**src/include/periph_map.svh**
```systemverilog
// register offsets, field positions and reset values of the peripheral control bank
`ifndef PERIPH_MAP_SVH
`define PERIPH_MAP_SVH
// byte offsets on the register bus
`define IR_SCALE_OFS 8'h00
`define PULL_DOWN_OFS 8'h04
`define OPEN_DRAIN_OFS 8'h08
`define PULL_HIGH_OFS 8'h0c
`define WDT_MASK_OFS 8'h10
`define IRQ_MASK_OFS 8'h14
`define TIMER_A_OFS 8'h18
`define IRQ_FLAGS_OFS 8'h1c
`define GLOBAL_IRQ_OFS 8'h20
// field positions in the ir and scale register
`define SCALE_EN_BIT 7
`define SCALE_SEL_HI 6
`define SCALE_SEL_LO 4
`define IR_EN_BIT 3
`define CARRIER_BIT 2
`define LONG_PULSE_BIT 1
`define PIN_FUNC_BIT 0
// field positions in the watchdog register
`define WDT_EN_BIT 7
`define EXT_SEL_BIT 6
`define ADC_IE_BIT 5
`define CMP_IE_BIT 4
`define WDT_PS_EN_BIT 3
`define WDT_PS_HI 2
`define WDT_PS_LO 0
// flag positions and global control bits
`define TIMER_A_FLAG_BIT 3
`define EXT_FLAG_BIT 2
`define GIE_ON_BIT 0
`define GIE_OFF_BIT 1
// reset values and masks
`define CTRL_RESET 8'h00
`define PAD_RESET 8'hff
`define ONE_MASK 8'h01
`define BIG_PKG_MASK 8'h3f
// bus responses
`define RESP_OKAY 2'b00
`define RESP_SLVERR 2'b10
`endif

```
**src/include/periph_pkg.sv**
```systemverilog
// types shared by the peripheral control bank and its users
package periph_pkg;
	// axi4-lite request from the master
	typedef struct packed {
		logic awvalid;
		logic [31:0] awaddr;
		logic wvalid;
		logic [31:0] wdata;
		logic [3:0] wstrb;
		logic bready;
		logic arvalid;
		logic [31:0] araddr;
		logic rready;
	} axi_req_t;
	// axi4-lite answer from the slave
	typedef struct packed {
		logic awready;
		logic wready;
		logic bvalid;
		logic [1:0] bresp;
		logic arready;
		logic rvalid;
		logic [31:0] rdata;
		logic [1:0] rresp;
	} axi_rsp_t;
	// pad controls, one bit per pin, active low enables
	typedef struct packed {
		logic [7:0] pulldown_disable_bits;
		logic [7:0] opendrain_disable_bits;
		logic [7:0] pullup_disable_bits;
	} pad_ctrl_t;
	// modulator mode bits for the modulator datapath
	typedef struct packed {
		logic infrared_enable;
		logic carrier_mode_select;
		logic long_pulse_select;
		logic infrared_pin_function;
	} ir_ctrl_t;
endpackage

```
**src/hdl/peripheral_control_regs.sv**
```systemverilog
// peripheral control register bank with scalers, timer a and interrupt gating
// Functional notes
// - shared 8-bit scaler, bypassed when disabled
// - scale code n divides by 2^(n+1)
// - infrared off: pin high, plain counter
// - infrared plus carrier: scaler follows low segments
// - pwm mode waveform from pulse timers
// - long pulse ignores high time
// - pin function bit routes infrared to pin7
// - pull-down bits, active low, bits 7:6 large
// - open-drain bits, zero means open drain
// - pull-up bits, active low, bits 7:6 large
// - watchdog enable bit readable and writable
// - external interrupt select masks pin0 path
// - adc and comparator interrupt enables
// - watchdog prescaler bypass when disabled
// - watchdog code n divides by 2^(n+1)
// - per-source interrupt mask register
// - global enable on and off commands
// - timer a 8-bit up counter, reset clears
// - timer a overflows after 256 minus load
// - flag read returns flags and mask
`include "periph_map.svh"
`timescale 1ns/1ps
`default_nettype none
module peripheral_control_regs #(
	parameter bit LARGE_PACKAGE = 1'b1 // pins 7 and 6 of port 5 exist
) (
	input wire logic sys_clk_in, // instruction cycle clock, 40 mhz
	input wire logic rst_n_in, // asynchronous reset, active low
	input wire periph_pkg::axi_req_t axi_req_in, // register bus request
	output periph_pkg::axi_rsp_t axi_rsp_out, // register bus answer
	input wire logic [7:0] flag_set_in, // one-cycle flag set pulses
	input wire logic adc_done_flag_in, // adc completion flag level
	input wire logic comparator_change_flag_in, // comparator change flag level
	input wire logic timer_a_run_in, // timer a count enable
	input wire logic carrier_low_in, // carrier low segment step
	input wire logic modulator_in, // waveform from modulator datapath
	input wire logic port6_pin7_data_in, // port data for pin 7
	input wire logic port6_pin7_dir_in, // port direction for pin 7, 1 = input
	input wire logic port6_pin0_in, // raw pin 0 level, asynchronous
	output periph_pkg::pad_ctrl_t pad_ctrl_out, // pad pull and drive controls
	output periph_pkg::ir_ctrl_t ir_ctrl_out, // modulator mode bits
	output logic timer_c_tick_out, // timer c count step
	output logic watchdog_enable_out, // watchdog running
	output logic watchdog_tick_out, // watchdog count step
	output logic port6_pin7_out, // pin 7 drive value
	output logic port6_pin7_oe_out, // pin 7 output enable
	output logic ext_int_n_out, // masked external interrupt level
	output logic port6_pin0_sync_out, // synchronised pin 0 for port reads
	output logic irq_out // interrupt request to the core
);
	import periph_pkg::*;

	// whole state of the bank
	typedef struct packed {
		logic [7:0] ir_scale; // ir and timer c scale control
		logic [7:0] pull_down; // pull-down disable bits
		logic [7:0] open_drain; // open-drain disable bits
		logic [7:0] pull_high; // pull-up disable bits
		logic [7:0] wdt_ctrl; // watchdog and extra enables
		logic [7:0] irq_mask; // per-source mask
		logic [7:0] timer_a; // timer a count
		logic [7:0] flags; // interrupt flags
		logic [7:0] c_scale; // timer c scaler count
		logic [7:0] w_scale; // watchdog prescaler count
		logic gie; // global interrupt enable
		logic c_tick; // timer c step
		logic w_tick; // watchdog step
		logic irq; // interrupt request
		logic p0_meta; // first sync stage
		logic p0_sync; // second sync stage
		logic ext_n; // masked interrupt level
		logic p7_out; // pin 7 value
		logic p7_oe; // pin 7 enable
		logic aw_got; // write address held
		logic [31:0] aw_addr; // held write address
		logic w_got; // write data held
		logic [7:0] w_data; // held write byte
		logic w_lane; // byte lane 0 strobe
		logic awready; // bus ready flops
		logic wready;
		logic bvalid;
		logic [1:0] bresp;
		logic arready;
		logic rvalid;
		logic [31:0] rdata;
		logic [1:0] rresp;
	} state_t;

	state_t state_reg; // registered state
	state_t state_next; // next state

	// mask of low bits for a divide code: code n gives 2^(n+1) steps
	function automatic logic [7:0] ratio_mask(input logic [2:0] code);
		ratio_mask = (`ONE_MASK << (code + 3'h1)) - `ONE_MASK;
		if (code == 3'h7)
		begin
			ratio_mask = 8'hff;
		end
	endfunction

	// map a byte address onto a register number, 4'hf when unmapped
	function automatic logic [3:0] reg_index(input logic [31:0] addr);
		reg_index = 4'hf;
		if (addr[31:8] == 24'h000000)
		begin
			case (addr[7:0])
				`IR_SCALE_OFS: reg_index = 4'h0;
				`PULL_DOWN_OFS: reg_index = 4'h1;
				`OPEN_DRAIN_OFS: reg_index = 4'h2;
				`PULL_HIGH_OFS: reg_index = 4'h3;
				`WDT_MASK_OFS: reg_index = 4'h4;
				`IRQ_MASK_OFS: reg_index = 4'h5;
				`TIMER_A_OFS: reg_index = 4'h6;
				`IRQ_FLAGS_OFS: reg_index = 4'h7;
				`GLOBAL_IRQ_OFS: reg_index = 4'h8;
				default: reg_index = 4'hf;
			endcase
		end
	endfunction

	// bits that exist on this package variant of port 5
	localparam logic [7:0] PORT5_MASK = LARGE_PACKAGE ? 8'hff : `BIG_PKG_MASK;

	// next-state logic
	always_comb
	begin
		logic [3:0] widx;
		logic [3:0] ridx;
		logic step;
		logic [7:0] wv;
		logic [7:0] rv;
		logic pending;
		widx = reg_index(state_reg.aw_addr);
		ridx = reg_index(axi_req_in.araddr);
		step = 1'b0;
		wv = state_reg.w_data;
		rv = 8'h00;
		pending = 1'b0;
		state_next = state_reg;

		// timer a counts up and overflows past 8'hff
		if (timer_a_run_in)
		begin
			state_next.timer_a = state_reg.timer_a + 8'h01;
		end

		// timer c scaler: step source depends on mode
		step = 1'b1;
		if (state_reg.ir_scale[`IR_EN_BIT] && state_reg.ir_scale[`CARRIER_BIT])
		begin
			step = carrier_low_in;
		end
		if (!state_reg.ir_scale[`SCALE_EN_BIT])
		begin
			state_next.c_tick = step;
		end
		else
		begin
			state_next.c_tick = step && ((state_reg.c_scale & ratio_mask(state_reg.ir_scale[`SCALE_SEL_HI:`SCALE_SEL_LO]))
				== ratio_mask(state_reg.ir_scale[`SCALE_SEL_HI:`SCALE_SEL_LO]));
			if (step)
			begin
				state_next.c_scale = state_reg.c_scale + 8'h01;
			end
		end

		// watchdog prescaler runs only while the watchdog is on
		if (!state_reg.wdt_ctrl[`WDT_EN_BIT])
		begin
			state_next.w_tick = 1'b0;
		end
		else if (!state_reg.wdt_ctrl[`WDT_PS_EN_BIT])
		begin
			state_next.w_tick = 1'b1;
		end
		else
		begin
			state_next.w_tick = (state_reg.w_scale & ratio_mask(state_reg.wdt_ctrl[`WDT_PS_HI:`WDT_PS_LO]))
				== ratio_mask(state_reg.wdt_ctrl[`WDT_PS_HI:`WDT_PS_LO]);
			state_next.w_scale = state_reg.w_scale + 8'h01;
		end

		// pin 0 synchroniser and masked interrupt path
		state_next.p0_meta = port6_pin0_in;
		state_next.p0_sync = state_reg.p0_meta;
		state_next.ext_n = state_reg.wdt_ctrl[`EXT_SEL_BIT] ? state_reg.p0_sync : 1'b1;

		// pin 7: infrared output or plain port pin
		if (state_reg.ir_scale[`PIN_FUNC_BIT])
		begin
			state_next.p7_out = state_reg.ir_scale[`IR_EN_BIT] ? modulator_in : 1'b1;
			state_next.p7_oe = 1'b1;
		end
		else
		begin
			state_next.p7_out = port6_pin7_data_in;
			state_next.p7_oe = !port6_pin7_dir_in;
		end

		// write address and data are taken independently
		if (axi_req_in.awvalid && state_reg.awready)
		begin
			state_next.aw_got = 1'b1;
			state_next.aw_addr = axi_req_in.awaddr;
		end
		if (axi_req_in.wvalid && state_reg.wready)
		begin
			state_next.w_got = 1'b1;
			state_next.w_data = axi_req_in.wdata[7:0];
			state_next.w_lane = axi_req_in.wstrb[0];
		end

		// software clear of flags comes before hardware set
		pending = state_reg.aw_got && state_reg.w_got && !state_reg.bvalid;
		if (pending)
		begin
			state_next.aw_got = 1'b0;
			state_next.w_got = 1'b0;
			state_next.bvalid = 1'b1;
			state_next.bresp = (widx == 4'hf) ? `RESP_SLVERR : `RESP_OKAY;
			if (state_reg.w_lane)
			begin
				case (widx)
					4'h0:
					begin
						state_next.ir_scale = wv;
						state_next.c_scale = 8'h00;
					end
					4'h1: state_next.pull_down = wv & PORT5_MASK;
					4'h2: state_next.open_drain = wv;
					4'h3: state_next.pull_high = wv & PORT5_MASK;
					4'h4:
					begin
						state_next.wdt_ctrl = wv;
						state_next.w_scale = 8'h00;
					end
					4'h5: state_next.irq_mask = wv;
					4'h6: state_next.timer_a = wv;
					4'h7: state_next.flags = state_reg.flags & ~wv;
					4'h8:
					begin
						if (wv[`GIE_OFF_BIT])
						begin
							state_next.gie = 1'b0;
						end
						else if (wv[`GIE_ON_BIT])
						begin
							state_next.gie = 1'b1;
						end
					end
					default:
					begin
						state_next.gie = state_reg.gie;
					end
				endcase
			end
		end
		if (state_reg.bvalid && axi_req_in.bready)
		begin
			state_next.bvalid = 1'b0;
		end

		// hardware sets win over a clear in the same cycle; the external flag is never set while external select is off
		state_next.flags = state_next.flags | flag_set_in;
		if (timer_a_run_in && state_reg.timer_a == 8'hff)
		begin
			state_next.flags[`TIMER_A_FLAG_BIT] = 1'b1;
		end
		if (!state_reg.wdt_ctrl[`EXT_SEL_BIT])
		begin
			state_next.flags[`EXT_FLAG_BIT] = state_reg.flags[`EXT_FLAG_BIT] && state_next.flags[`EXT_FLAG_BIT]
				&& !flag_set_in[`EXT_FLAG_BIT];
		end

		// read channel: one read under way at a time
		if (state_reg.rvalid && axi_req_in.rready)
		begin
			state_next.rvalid = 1'b0;
		end
		if (axi_req_in.arvalid && state_reg.arready)
		begin
			case (ridx)
				4'h0: rv = state_reg.ir_scale;
				4'h1: rv = state_reg.pull_down;
				4'h2: rv = state_reg.open_drain;
				4'h3: rv = state_reg.pull_high;
				4'h4: rv = state_reg.wdt_ctrl;
				4'h5: rv = state_reg.irq_mask;
				4'h6: rv = state_reg.timer_a;
				4'h7: rv = state_reg.flags & state_reg.irq_mask;
				4'h8: rv = {7'h00, state_reg.gie};
				default: rv = 8'h00;
			endcase
			state_next.rvalid = 1'b1;
			state_next.rdata = {24'h000000, rv};
			state_next.rresp = (ridx == 4'hf) ? `RESP_SLVERR : `RESP_OKAY;
		end

		// ready flops follow what is still held
		state_next.awready = !state_next.aw_got && !state_next.bvalid;
		state_next.wready = !state_next.w_got && !state_next.bvalid;
		state_next.arready = !state_next.rvalid;

		// request needs flag, mask and global enable
		state_next.irq = state_reg.gie && ((|(state_reg.flags & state_reg.irq_mask))
			|| (state_reg.wdt_ctrl[`ADC_IE_BIT] && adc_done_flag_in)
			|| (state_reg.wdt_ctrl[`CMP_IE_BIT] && comparator_change_flag_in));
	end

	// state register
	always_ff @(posedge sys_clk_in or negedge rst_n_in)
	begin
		if (!rst_n_in)
		begin
			state_reg <= '0;
			state_reg.pull_down <= `PAD_RESET;
			state_reg.open_drain <= `PAD_RESET;
			state_reg.pull_high <= `PAD_RESET;
			state_reg.ir_scale <= `CTRL_RESET;
			state_reg.timer_a <= `CTRL_RESET;
			state_reg.ext_n <= 1'b1;
			state_reg.p7_out <= 1'b1;
			state_reg.p0_meta <= 1'b1;
			state_reg.p0_sync <= 1'b1;
		end
		else
		begin
			state_reg <= state_next;
		end
	end

	// outputs straight from the state flops
	assign axi_rsp_out.awready = state_reg.awready;
	assign axi_rsp_out.wready = state_reg.wready;
	assign axi_rsp_out.bvalid = state_reg.bvalid;
	assign axi_rsp_out.bresp = state_reg.bresp;
	assign axi_rsp_out.arready = state_reg.arready;
	assign axi_rsp_out.rvalid = state_reg.rvalid;
	assign axi_rsp_out.rdata = state_reg.rdata;
	assign axi_rsp_out.rresp = state_reg.rresp;
	assign pad_ctrl_out.pulldown_disable_bits = state_reg.pull_down | ~PORT5_MASK;
	assign pad_ctrl_out.opendrain_disable_bits = state_reg.open_drain;
	assign pad_ctrl_out.pullup_disable_bits = state_reg.pull_high | ~PORT5_MASK;
	assign ir_ctrl_out.infrared_enable = state_reg.ir_scale[`IR_EN_BIT];
	assign ir_ctrl_out.carrier_mode_select = state_reg.ir_scale[`CARRIER_BIT];
	assign ir_ctrl_out.long_pulse_select = state_reg.ir_scale[`LONG_PULSE_BIT];
	assign ir_ctrl_out.infrared_pin_function = state_reg.ir_scale[`PIN_FUNC_BIT];
	assign timer_c_tick_out = state_reg.c_tick;
	assign watchdog_enable_out = state_reg.wdt_ctrl[`WDT_EN_BIT];
	assign watchdog_tick_out = state_reg.w_tick;
	assign port6_pin7_out = state_reg.p7_out;
	assign port6_pin7_oe_out = state_reg.p7_oe;
	assign ext_int_n_out = state_reg.ext_n;
	assign port6_pin0_sync_out = state_reg.p0_sync;
	assign irq_out = state_reg.irq;
endmodule
`default_nettype wire

```
**config.mk**
```make
export PLATFORM = sky130hd
export DESIGN_NAME = peripheral_control_regs
export DESIGN_NICKNAME = d
export VERILOG_FILES = /design/src/include/periph_pkg.sv /design/src/hdl/peripheral_control_regs.sv
export VERILOG_INCLUDE_DIRS = /design/src /design/src/include
export SDC_FILE = /design/constraint.sdc
export NUM_CORES = 1
export LEC_CHECK = 0
export ABC_AREA = 0
export BUFFER_PORTS_ARGS = -buffer_cell sky130_fd_sc_hd__buf_2
export CAP_MARGIN = 20
export CORE_ASPECT_RATIO = 0.8
export CORE_MARGIN = 2
export CORE_UTILIZATION = 52
export DETAILED_ROUTE_END_ITERATION = 12
export PLACE_DENSITY = 0.79
export SYNTH_ARGS = -nofsm -noshare
export SYNTH_HDL_FRONTEND = slang
export SYNTH_SLANG_ARGS = --single-unit
```
**constraint.sdc**
```tcl
create_clock -name sys_clk_in -period 5.4 [get_ports sys_clk_in]
set_input_delay 0.54 -clock sys_clk_in [delete_from_list [all_inputs] [get_ports sys_clk_in]]
set_output_delay 0.54 -clock sys_clk_in [all_outputs]
set_load 0.03 [all_outputs]
```
==> results of run 1 <==
==> power breakdown <==
group	internal, mW	switching (mW)
Clock	0.715	0.461
Combinational	0.273	0.250
Sequential	1.31	0.258
==> cell families after synthesis <==
kind of cell / Yosys count / synth area share [%]
multiplexers: 107 / 16.1
XOR/XNOR: 25 / 2.85
AO/OA/AOI/OAI: 108 / 9.42
other: 1 / 0.0488
AND/OR/NAND/NOR: 181 / 12.1
adder cells (fa/ha/maj): 14 / 2.28
buffers and inverters: 111 / 8.91
flip-flops: 147 / 48.3
==> layer usage <==
layer	up-vias	GRT usage (%)	part of all wire [%]
met5	-	0	0
met4	0	8.13	1.9
met3	27	6.94	9.8
met2	280	36.9	46
met1	2723	30.1	42
li1	2597	-	-
==> through the flow <==
stage               hold slack, ns  instance area, µm²  util [%]  total power, mW  setup slack, ns
CTS                          0.215                8740      60.9             3.29             2.47
detailed placement           0.349                8150      56.8             2.11             2.49
floorplan                    0.244                7780         -             1.92             2.87
finish                       0.221                8760      61.0             3.27             2.60
global placement             0.347                8150      56.8             2.08             2.55
global route                 0.210                8750      61.0             3.42             2.41
==> worst register-to-register path: stages (launching register included) <==
cell	delay [ns]
dfrtp_1	0.54
nand2_1	0.18
inv_1	0.10
ha_1	0.42
nand2_1	0.11
ha_1	0.23
nor2b_1	0.16
or3b_2	0.44
a21oi_1	0.14
a211oi_1	0.08
o2111ai_1	0.17
a21boi_0	0.10
==> worst max-delay path by stage <==
| stage | from | to | depth (start not counted) |
|---|---|---|---|
| after global placement | state_reg[60] | state_reg[135] | 6 |
| final | state_reg[133] | watchdog_tick_out | 11 |
| after CTS | state_reg[60] | state_reg[136] | 6 |
| after global routing | state_reg[133] | watchdog_tick_out | 11 |
| after floorplan | state_reg[133] | watchdog_tick_out | 12 |
| after detailed placement | state_reg[78] | state_reg[135] | 6 |
==> layout make-up <==
type | count | area, µm² | area share (%)
Multi-Input combinational cell | 461 | 3390 | 38.7
Tap cell | 184 | 230 | 2.63
Antenna cell | 1 | 2.50 | 0.0286
Inverter | 17 | 63.8 | 0.729
Timing Repair Buffer | 149 | 763 | 8.72
Sequential cell | 147 | 3710 | 42.4
Clock buffer | 21 | 504 | 5.76
Clock inverter | 11 | 93.8 | 1.07
==> cell usage in the layout (no fill, tap or decap), types with 9 or more instances in the layout <==
cell type and n:
a21o_1 10, a21oi_1 26, buf_2 145, clkbuf_16 20
conb_1 26, dfrtp_1 119, dfstp_2 28, ha_1 14
inv_1 17, mux2_2 78, mux2i_1 17, nand2_1 48
nand3_1 12, nand4_1 11, nor2_1 42, nor2b_1 9
nor4_1 17, o21ai_0 19, xnor2_1 10, xor2_1 15
==> summary.txt, run 1 <==
Outcome
  • Status: finished clean

Clock network
  • CTS buffer count: 17
  • Post-CTS sizing: 0
  • CTS Hold Bufs: 0
  • H-tree levels: 4
  • Skew-Pair Late Insertion Delay: 0.42 ns
  • CTS tree: built
  • Sink Count: 147
  • # Post-CTS Setup Buffers: 0
  • Clock root buffer: clkbuf_16
  • Worst-path clk slew: 0.06 ns
  • Clock buffer depth: 2

Timing
  • Min cycle time layout: 2.80 ns
  • Slew Limit Fails: 0
  • Part of the cycle the worst path needs: 51.8%
  • Max Clk Rate: 357 MHz
  • Least-Margin Pin Slew: about 1.0 ns
  • Slew headroom: 30.8%
  • Setup_tns: 0 ns
  • Final hold violation count: 0
  • Final setup viols: 0
  • Post-route clock skew: between 0.008 and 0.009 ns
  • Unrepaired setup endpoints after global routing: false

Logic synthesis
  • Seq/Total Area, Yosys: 48.3%
  • Leading area contributor after synthesis: dfrtp_1
  • Flops & latches, synth: roughly 150
  • Count leader, synth: dfrtp_1
  • Mapped Area: 0.00769 mm²
  • Yosys warnings: 0
  • Count of flip-flops with a built-in enable after synthesis: 0
  • Unique masters post-synth: 60
  • Ys flop type: dfrtp_1
  • Post-synth ARST share: 100%
  • Cells after Synth: about 690
  • Syn avg cell area: 11.1 µm²
  • Top cells by area, synth: dfrtp_1, mux2_2, dfstp_2
  • Synth top area share: 38.7%
  • Top post-synthesis cells by count: dfrtp_1, mux2_2, buf_4

Final layout
  • Number of flip-flops under the largest register name: between 90 and 100
  • Nets: 930
  • Area grow syn2layout: 13.9%
  • Fin cells: 991
  • Share of cells above drive strength 1: 37.6%
  • # fillers: about 1,200

Worst setup path
  • Worst-path fanout max: 12
  • Worst reg2reg setup slack: 2.60 ns
  • Worst Reg-to-Reg Cells: 11
  • CP Data Required Time: 5.69 ns
  • Worst path max stage delay: 0.54 ns
  • Crit Path Class: register to register
  • Worst R2R Start: state_reg[133]
  • RR Endpoint: watchdog_tick_out
  • Buf/Inv on CP: 1
  • Startpoint types: register
  • Critical Path Slowest Stage Cell: dfrtp_1
  • Crit path DAT: 3.09 ns
  • Worst setup EP type: register
  • Kind of cell adding the most delay to the critical path: simple AND/OR/NAND/NOR gates
  • Crit-path cells: nand2_1 -> inv_1 -> ha_1 -> nand2_1 -> ha_1 -> nor2b_1 -> or3b_2 -> a21oi_1 -> a211oi_1 -> o2111ai_1 -> a21boi_0

Drt
  • TritonRoute pass-1 iters: 5
  • Residual DRC count: 0
  • Initial DRC count: roughly 420
  • Via count: 5,627
  • Via density: 5.68
  • Final wirelength: 17,700 µm
  • Post-route ant nets: 0
  • WL/cell: 17.9 µm

Placement
  • IO buf count: 146
  • Dpl cells: 957
  • Final weighted congestion in routability-driven placement: around 0.88
  • HPWL after DPL: 12,800 µm

Floorplanning
  • Floorplan row count: 39
  • Die W: between 100 and 150 µm
  • Die area: 0.0158 mm²
  • Die height: 113 µm
  • Initial core utilization: 53.6%
  • Boundary Pins: 200
  • Core Region: 0.0143 mm²

GRT
  • Initial antenna violation count: 1
  • Vias in the first global route: 5,437
  • Largest net degree at the start of global routing: 106
  • Total track usage: a little under a quarter
  • Gr ovfl total: 0
  • First-pass GRT wire length: roughly 28,000 µm

Power and ir drop
  • Power Density: 374 mW/mm²
  • P_leak: 4.10 nW
  • VDD IR max: 0.305 mV

Worst hold path
  • Hold crit path type: input pin to async pin

Flow run
  • Maxcap violations: 0
Note: power is estimated with default switching activity, not from simulation.
==> run 2: changes to the inputs <==
--- a/config.mk
+++ b/config.mk
@@ -6,14 +6,14 @@
 export SDC_FILE = /design/constraint.sdc
 export NUM_CORES = 1
 export LEC_CHECK = 0
-export ABC_AREA = 0
+export ABC_AREA = 1
 export BUFFER_PORTS_ARGS = -buffer_cell sky130_fd_sc_hd__buf_2
 export CAP_MARGIN = 20
 export CORE_ASPECT_RATIO = 0.8
 export CORE_MARGIN = 2
-export CORE_UTILIZATION = 52
+export CORE_UTILIZATION = 49
 export DETAILED_ROUTE_END_ITERATION = 12
-export PLACE_DENSITY = 0.79
+export PLACE_DENSITY = 0.77
 export SYNTH_ARGS = -nofsm -noshare
 export SYNTH_HDL_FRONTEND = slang
 export SYNTH_SLANG_ARGS = --single-unit
==> constraint.sdc (replaced) <==
create_clock -name sys_clk_in -period 2.4 [get_ports sys_clk_in]
set_input_delay 0.24 -clock sys_clk_in [delete_from_list [all_inputs] [get_ports sys_clk_in]]
set_output_delay 0.24 -clock sys_clk_in [all_outputs]
set_load 0.03 [all_outputs]
==> summary.txt, run 2 <==
Timing
  • Slew headroom: 63.0% (was 30.8%)
  • Max Clk Rate: 457 MHz (was 357 MHz)
  • WHS: 0.00151 ns (was 0.221 ns)
  • Post-route clock skew: 0.00979 ns (was 0.00813 ns)
  • Part of the cycle the worst path needs: 91.2% (was 51.8%)
  • Setup_tns: 0 ns (unchanged)
  • Min cycle time layout: 2.19 ns (was 2.80 ns)
  • Unrepaired setup endpoints after global routing: false (unchanged)
  • Final hold violation count: 0 (unchanged)
  • Least-Margin Pin Slew: 0.553 ns (was 1.03 ns)
  • Slew Limit Fails: 0 (unchanged)
  • Final setup viols: 0 (unchanged)
  • Final critical-path setup slack: 0.211 ns (was 2.60 ns)

Final layout
  • Area grow syn2layout: 16.4% (was 13.9%)
  • # fillers: 1,523 (was 1,154)
  • Most common cell after layout, fill and taps aside: nand2_1 (was buf_2)
  • Number of flip-flops under the largest register name: 95 (unchanged)
  • Final core occ: 58.8% (was 61.0%)
  • Fin cells: 1,432 (was 991)
  • Most frequent cells in the layout: nand2_1, buf_2, dfrtp_1 (was buf_2, dfrtp_1, mux2_2)
  • N_diodes: 0 (was 1)
  • Nets: 1,336 (was 930)
  • Share of cells above drive strength 1: 23.2% (was 37.6%)

Power and ir drop
  • Switching Share: 34.3% (was 29.6%)
  • Power Density: 786 mW/mm² (was 374 mW/mm²)
  • Combinational power share: 20.9% (was 16.0%)
  • Clock share of power: 34.9% (was 35.9%)
  • Int Power: 5.06 mW (was 2.30 mW)
  • VDD IR max: 0.685 mV (was 0.305 mV)
  • Sequential share of power: 44.3% (was 48.1%)
  • P_leak: 5.21 nW (was 4.10 nW)
  • Switching Power: 2.64 mW (was 969 µW)

Drt
  • Via count: 7,479 (was 5,627)
  • Residual DRC count: 0 (unchanged)
  • TritonRoute pass-1 iters: 5 (unchanged)
  • Final wirelength: 21,300 µm (was 17,700 µm)
  • Via density: 5.22 (was 5.68)
  • Post-route ant nets: 0 (unchanged)
  • WL/cell: 14.9 µm (was 17.9 µm)
  • Initial DRC count: 686 (was 416)

Clock network
  • H-tree levels: 4 (unchanged)
  • Clock buffer depth: 2 (unchanged)
  • Clock root buffer: clkbuf_16 (unchanged)
  • Skew-Pair Late Insertion Delay: 0.43 ns (was 0.42 ns)
  • Sink Count: 147 (unchanged)
  • CTS tree: built (unchanged)
  • CTS buffer count: 17 (unchanged)
  • Worst-path clk slew: 0.07 ns (was 0.06 ns)

Floorplanning
  • Floorplan row count: 42 (was 39)
  • Die height: 121 µm (was 113 µm)
  • Boundary Pins: 200 (unchanged)
  • Die W: 151 µm (was 140 µm)
  • Initial core utilization: 50.5% (was 53.6%)
  • Die area: 0.0182 mm² (was 0.0158 mm²)
  • Core Region: 0.0167 mm² (was 0.0143 mm²)

GRT
  • Largest net degree at the start of global routing: 54 (was 106)
  • Vias in the first global route: 6,944 (was 5,437)
  • Total track usage: 23.9% (was 23.0%)
  • First-pass GRT wire length: 34,000 µm (was 28,500 µm)
  • Gr ovfl total: 0 (unchanged)
  • Initial antenna violation count: 0 (was 1)

Worst setup path
  • Worst Reg-to-Reg Cells: 14 (was 11)
  • Crit path DAT: 2.53 ns (was 3.09 ns)
  • CP Data Required Time: 2.75 ns (was 5.69 ns)
  • Crit Path Class: register to register (unchanged)
  • Worst setup EP type: register (unchanged)
  • Worst-path fanout max: 6 (was 12)
  • Startpoint types: register (unchanged)

Logic synthesis
  • Mapped Area: 0.00842 mm² (was 0.00769 mm²)
  • Cells after Synth: 1,072 (was 694)
  • Count leader, synth: nand2_1 (was dfrtp_1)
  • Synth top area share: 35.4% (was 38.7%)
  • Top post-synthesis cells by count: nand2_1, dfrtp_1, nand3_1 (was dfrtp_1, mux2_2, buf_4)
  • Syn avg cell area: 7.85 µm² (was 11.1 µm²)
  • Top cells by area, synth: dfrtp_1, nand2_1, dfstp_2 (was dfrtp_1, mux2_2, dfstp_2)
  • Unique masters post-synth: 51 (was 60)
  • Post-synth ARST share: 100% (unchanged)
  • Seq/Total Area, Yosys: 44.1% (was 48.3%)
  • Flops & latches, synth: 147 (unchanged)
  • Leading area contributor after synthesis: dfrtp_1 (unchanged)
  • Count of flip-flops with a built-in enable after synthesis: 0 (unchanged)
  • Yosys warnings: 0 (unchanged)
  • Ys flop type: dfrtp_1 (unchanged)

Flow run
  • Maxcap violations: 0 (unchanged)

Worst hold path
  • Hold crit path type: input pin to register (was input pin to async pin)
  • Hold Crit Depth: 3

Placement
  • HPWL after DPL: 15,800 µm (was 12,800 µm)
  • Pre-CTS setup slack: 0.164 ns (was 2.49 ns)
  • IO buf count: 146 (unchanged)
  • Dpl cells: 1,383 (was 957)
  • Final weighted congestion in routability-driven placement: 0.920 (was 0.878)

Outcome
  • Status: finished clean (unchanged)
[run 2: changes by cell type after synthesis, moves of 19 or more]
cell	change
nand2_1	+292
nand3_1	+81
mux2_2	-78
inv_1	+75
nor2_1	+48
nand4_1	+30
a21oi_1	-19
[run 2: power by group through the flow]
stage	clock network [mW]	registers (mW)	logic, mW
after global routing	2.82	3.44	1.83
after global placement	0	3.41	1.54
final	2.68	3.41	1.61
after floorplan	0	3.26	1.25
after CTS	2.70	3.38	1.62
after detailed placement	0	3.42	1.59
[run 2: kinds of logic after synthesis]
| kind of cell | Yosys count | share of synthesized area [%] |
|---|---|---|
| AO/OA/AOI/OAI | 82 | 6.35 |
| XOR/XNOR | 20 | 2.08 |
| adder cells (fa/ha/maj) | 14 | 2.08 |
| buffers and inverters | 198 | 12.7 |
| flip-flops | 147 | 44.1 |
| multiplexers | 1 | 0.119 |
| other | 1 | 0.0446 |
| AND/OR/NAND/NOR | 609 | 32.5 |
[run 2: final cells by class]
type | count | area [µm²] | share of cell area, %
multi-input cells | 752 | 3750 | 38.3
flip-flops and latches | 147 | 3710 | 37.9
repair buffers | 181 | 1090 | 11.1
clock buffers | 19 | 443 | 4.52
inverters | 100 | 379 | 3.87
well taps | 220 | 275 | 2.81
clock inverters | 13 | 148 | 1.51
[run 2: what timing repair did]
| item | 4_1_cts | 5_1_grt |
|---|---|---|
| hold endpoints to repair | 55 | 0 |
| hold buffers | 16 | 0 |
| gates resized for setup | 0 | 4 |
| setup endpoints to repair | 0 | 7 |
| buffers inserted | 0 | 1 |
[run 2: critical path, cell delays in order, from the launching register on]
cell	delay, ns
dfrtp_1	0.44
nand2_1	0.11
inv_1	0.10
ha_4	0.30
inv_1	0.05
nor2_1	0.13
nand2_1	0.07
ha_1	0.27
nand2_1	0.05
nand2_1	0.06
nand2_1	0.04
o21bai_1	0.15
nor2_1	0.12
nand4_1	0.09
a21boi_1	0.14
[run 2: metal layers]
metal	global-route usage (%)	wire length, µm
met5	0	0
met4	6.96	283
met3	5.26	2140
met2	36.5	9450
met1	34.3	9440
[run 2: path summary, 6_finish.rpt]
path | slack, ns | from | endpoint
worst max-delay path | 0.21 | state_reg[133] | watchdog_tick_out
worst min-delay path | 0.002 | axi_req_in[99] | state_reg[78]
worst max register to register | 0.21 | state_reg[133] | watchdog_tick_out
worst min register to register | 0.36 | state_next[87] | port6_pin0_sync_out
max in group asynchronous | 1.37 | rst_n_in | pad_ctrl_out[13]
min in group asynchronous | 0.32 | rst_n_in | state_reg[66]
[run 2: through the flow]
| stage | total power, mW | cell area (µm²) |
|---|---|---|
| 4_1_cts | 7.70 | 9770 |
| 5_1_grt | 8.10 | 9800 |
| 3_3_place_gp | 4.95 | 9020 |
| 2_1_floorplan | 4.51 | 8510 |
| 6_report | 7.70 | 9800 |
| 3_5_place_dp | 5.01 | 9020 |
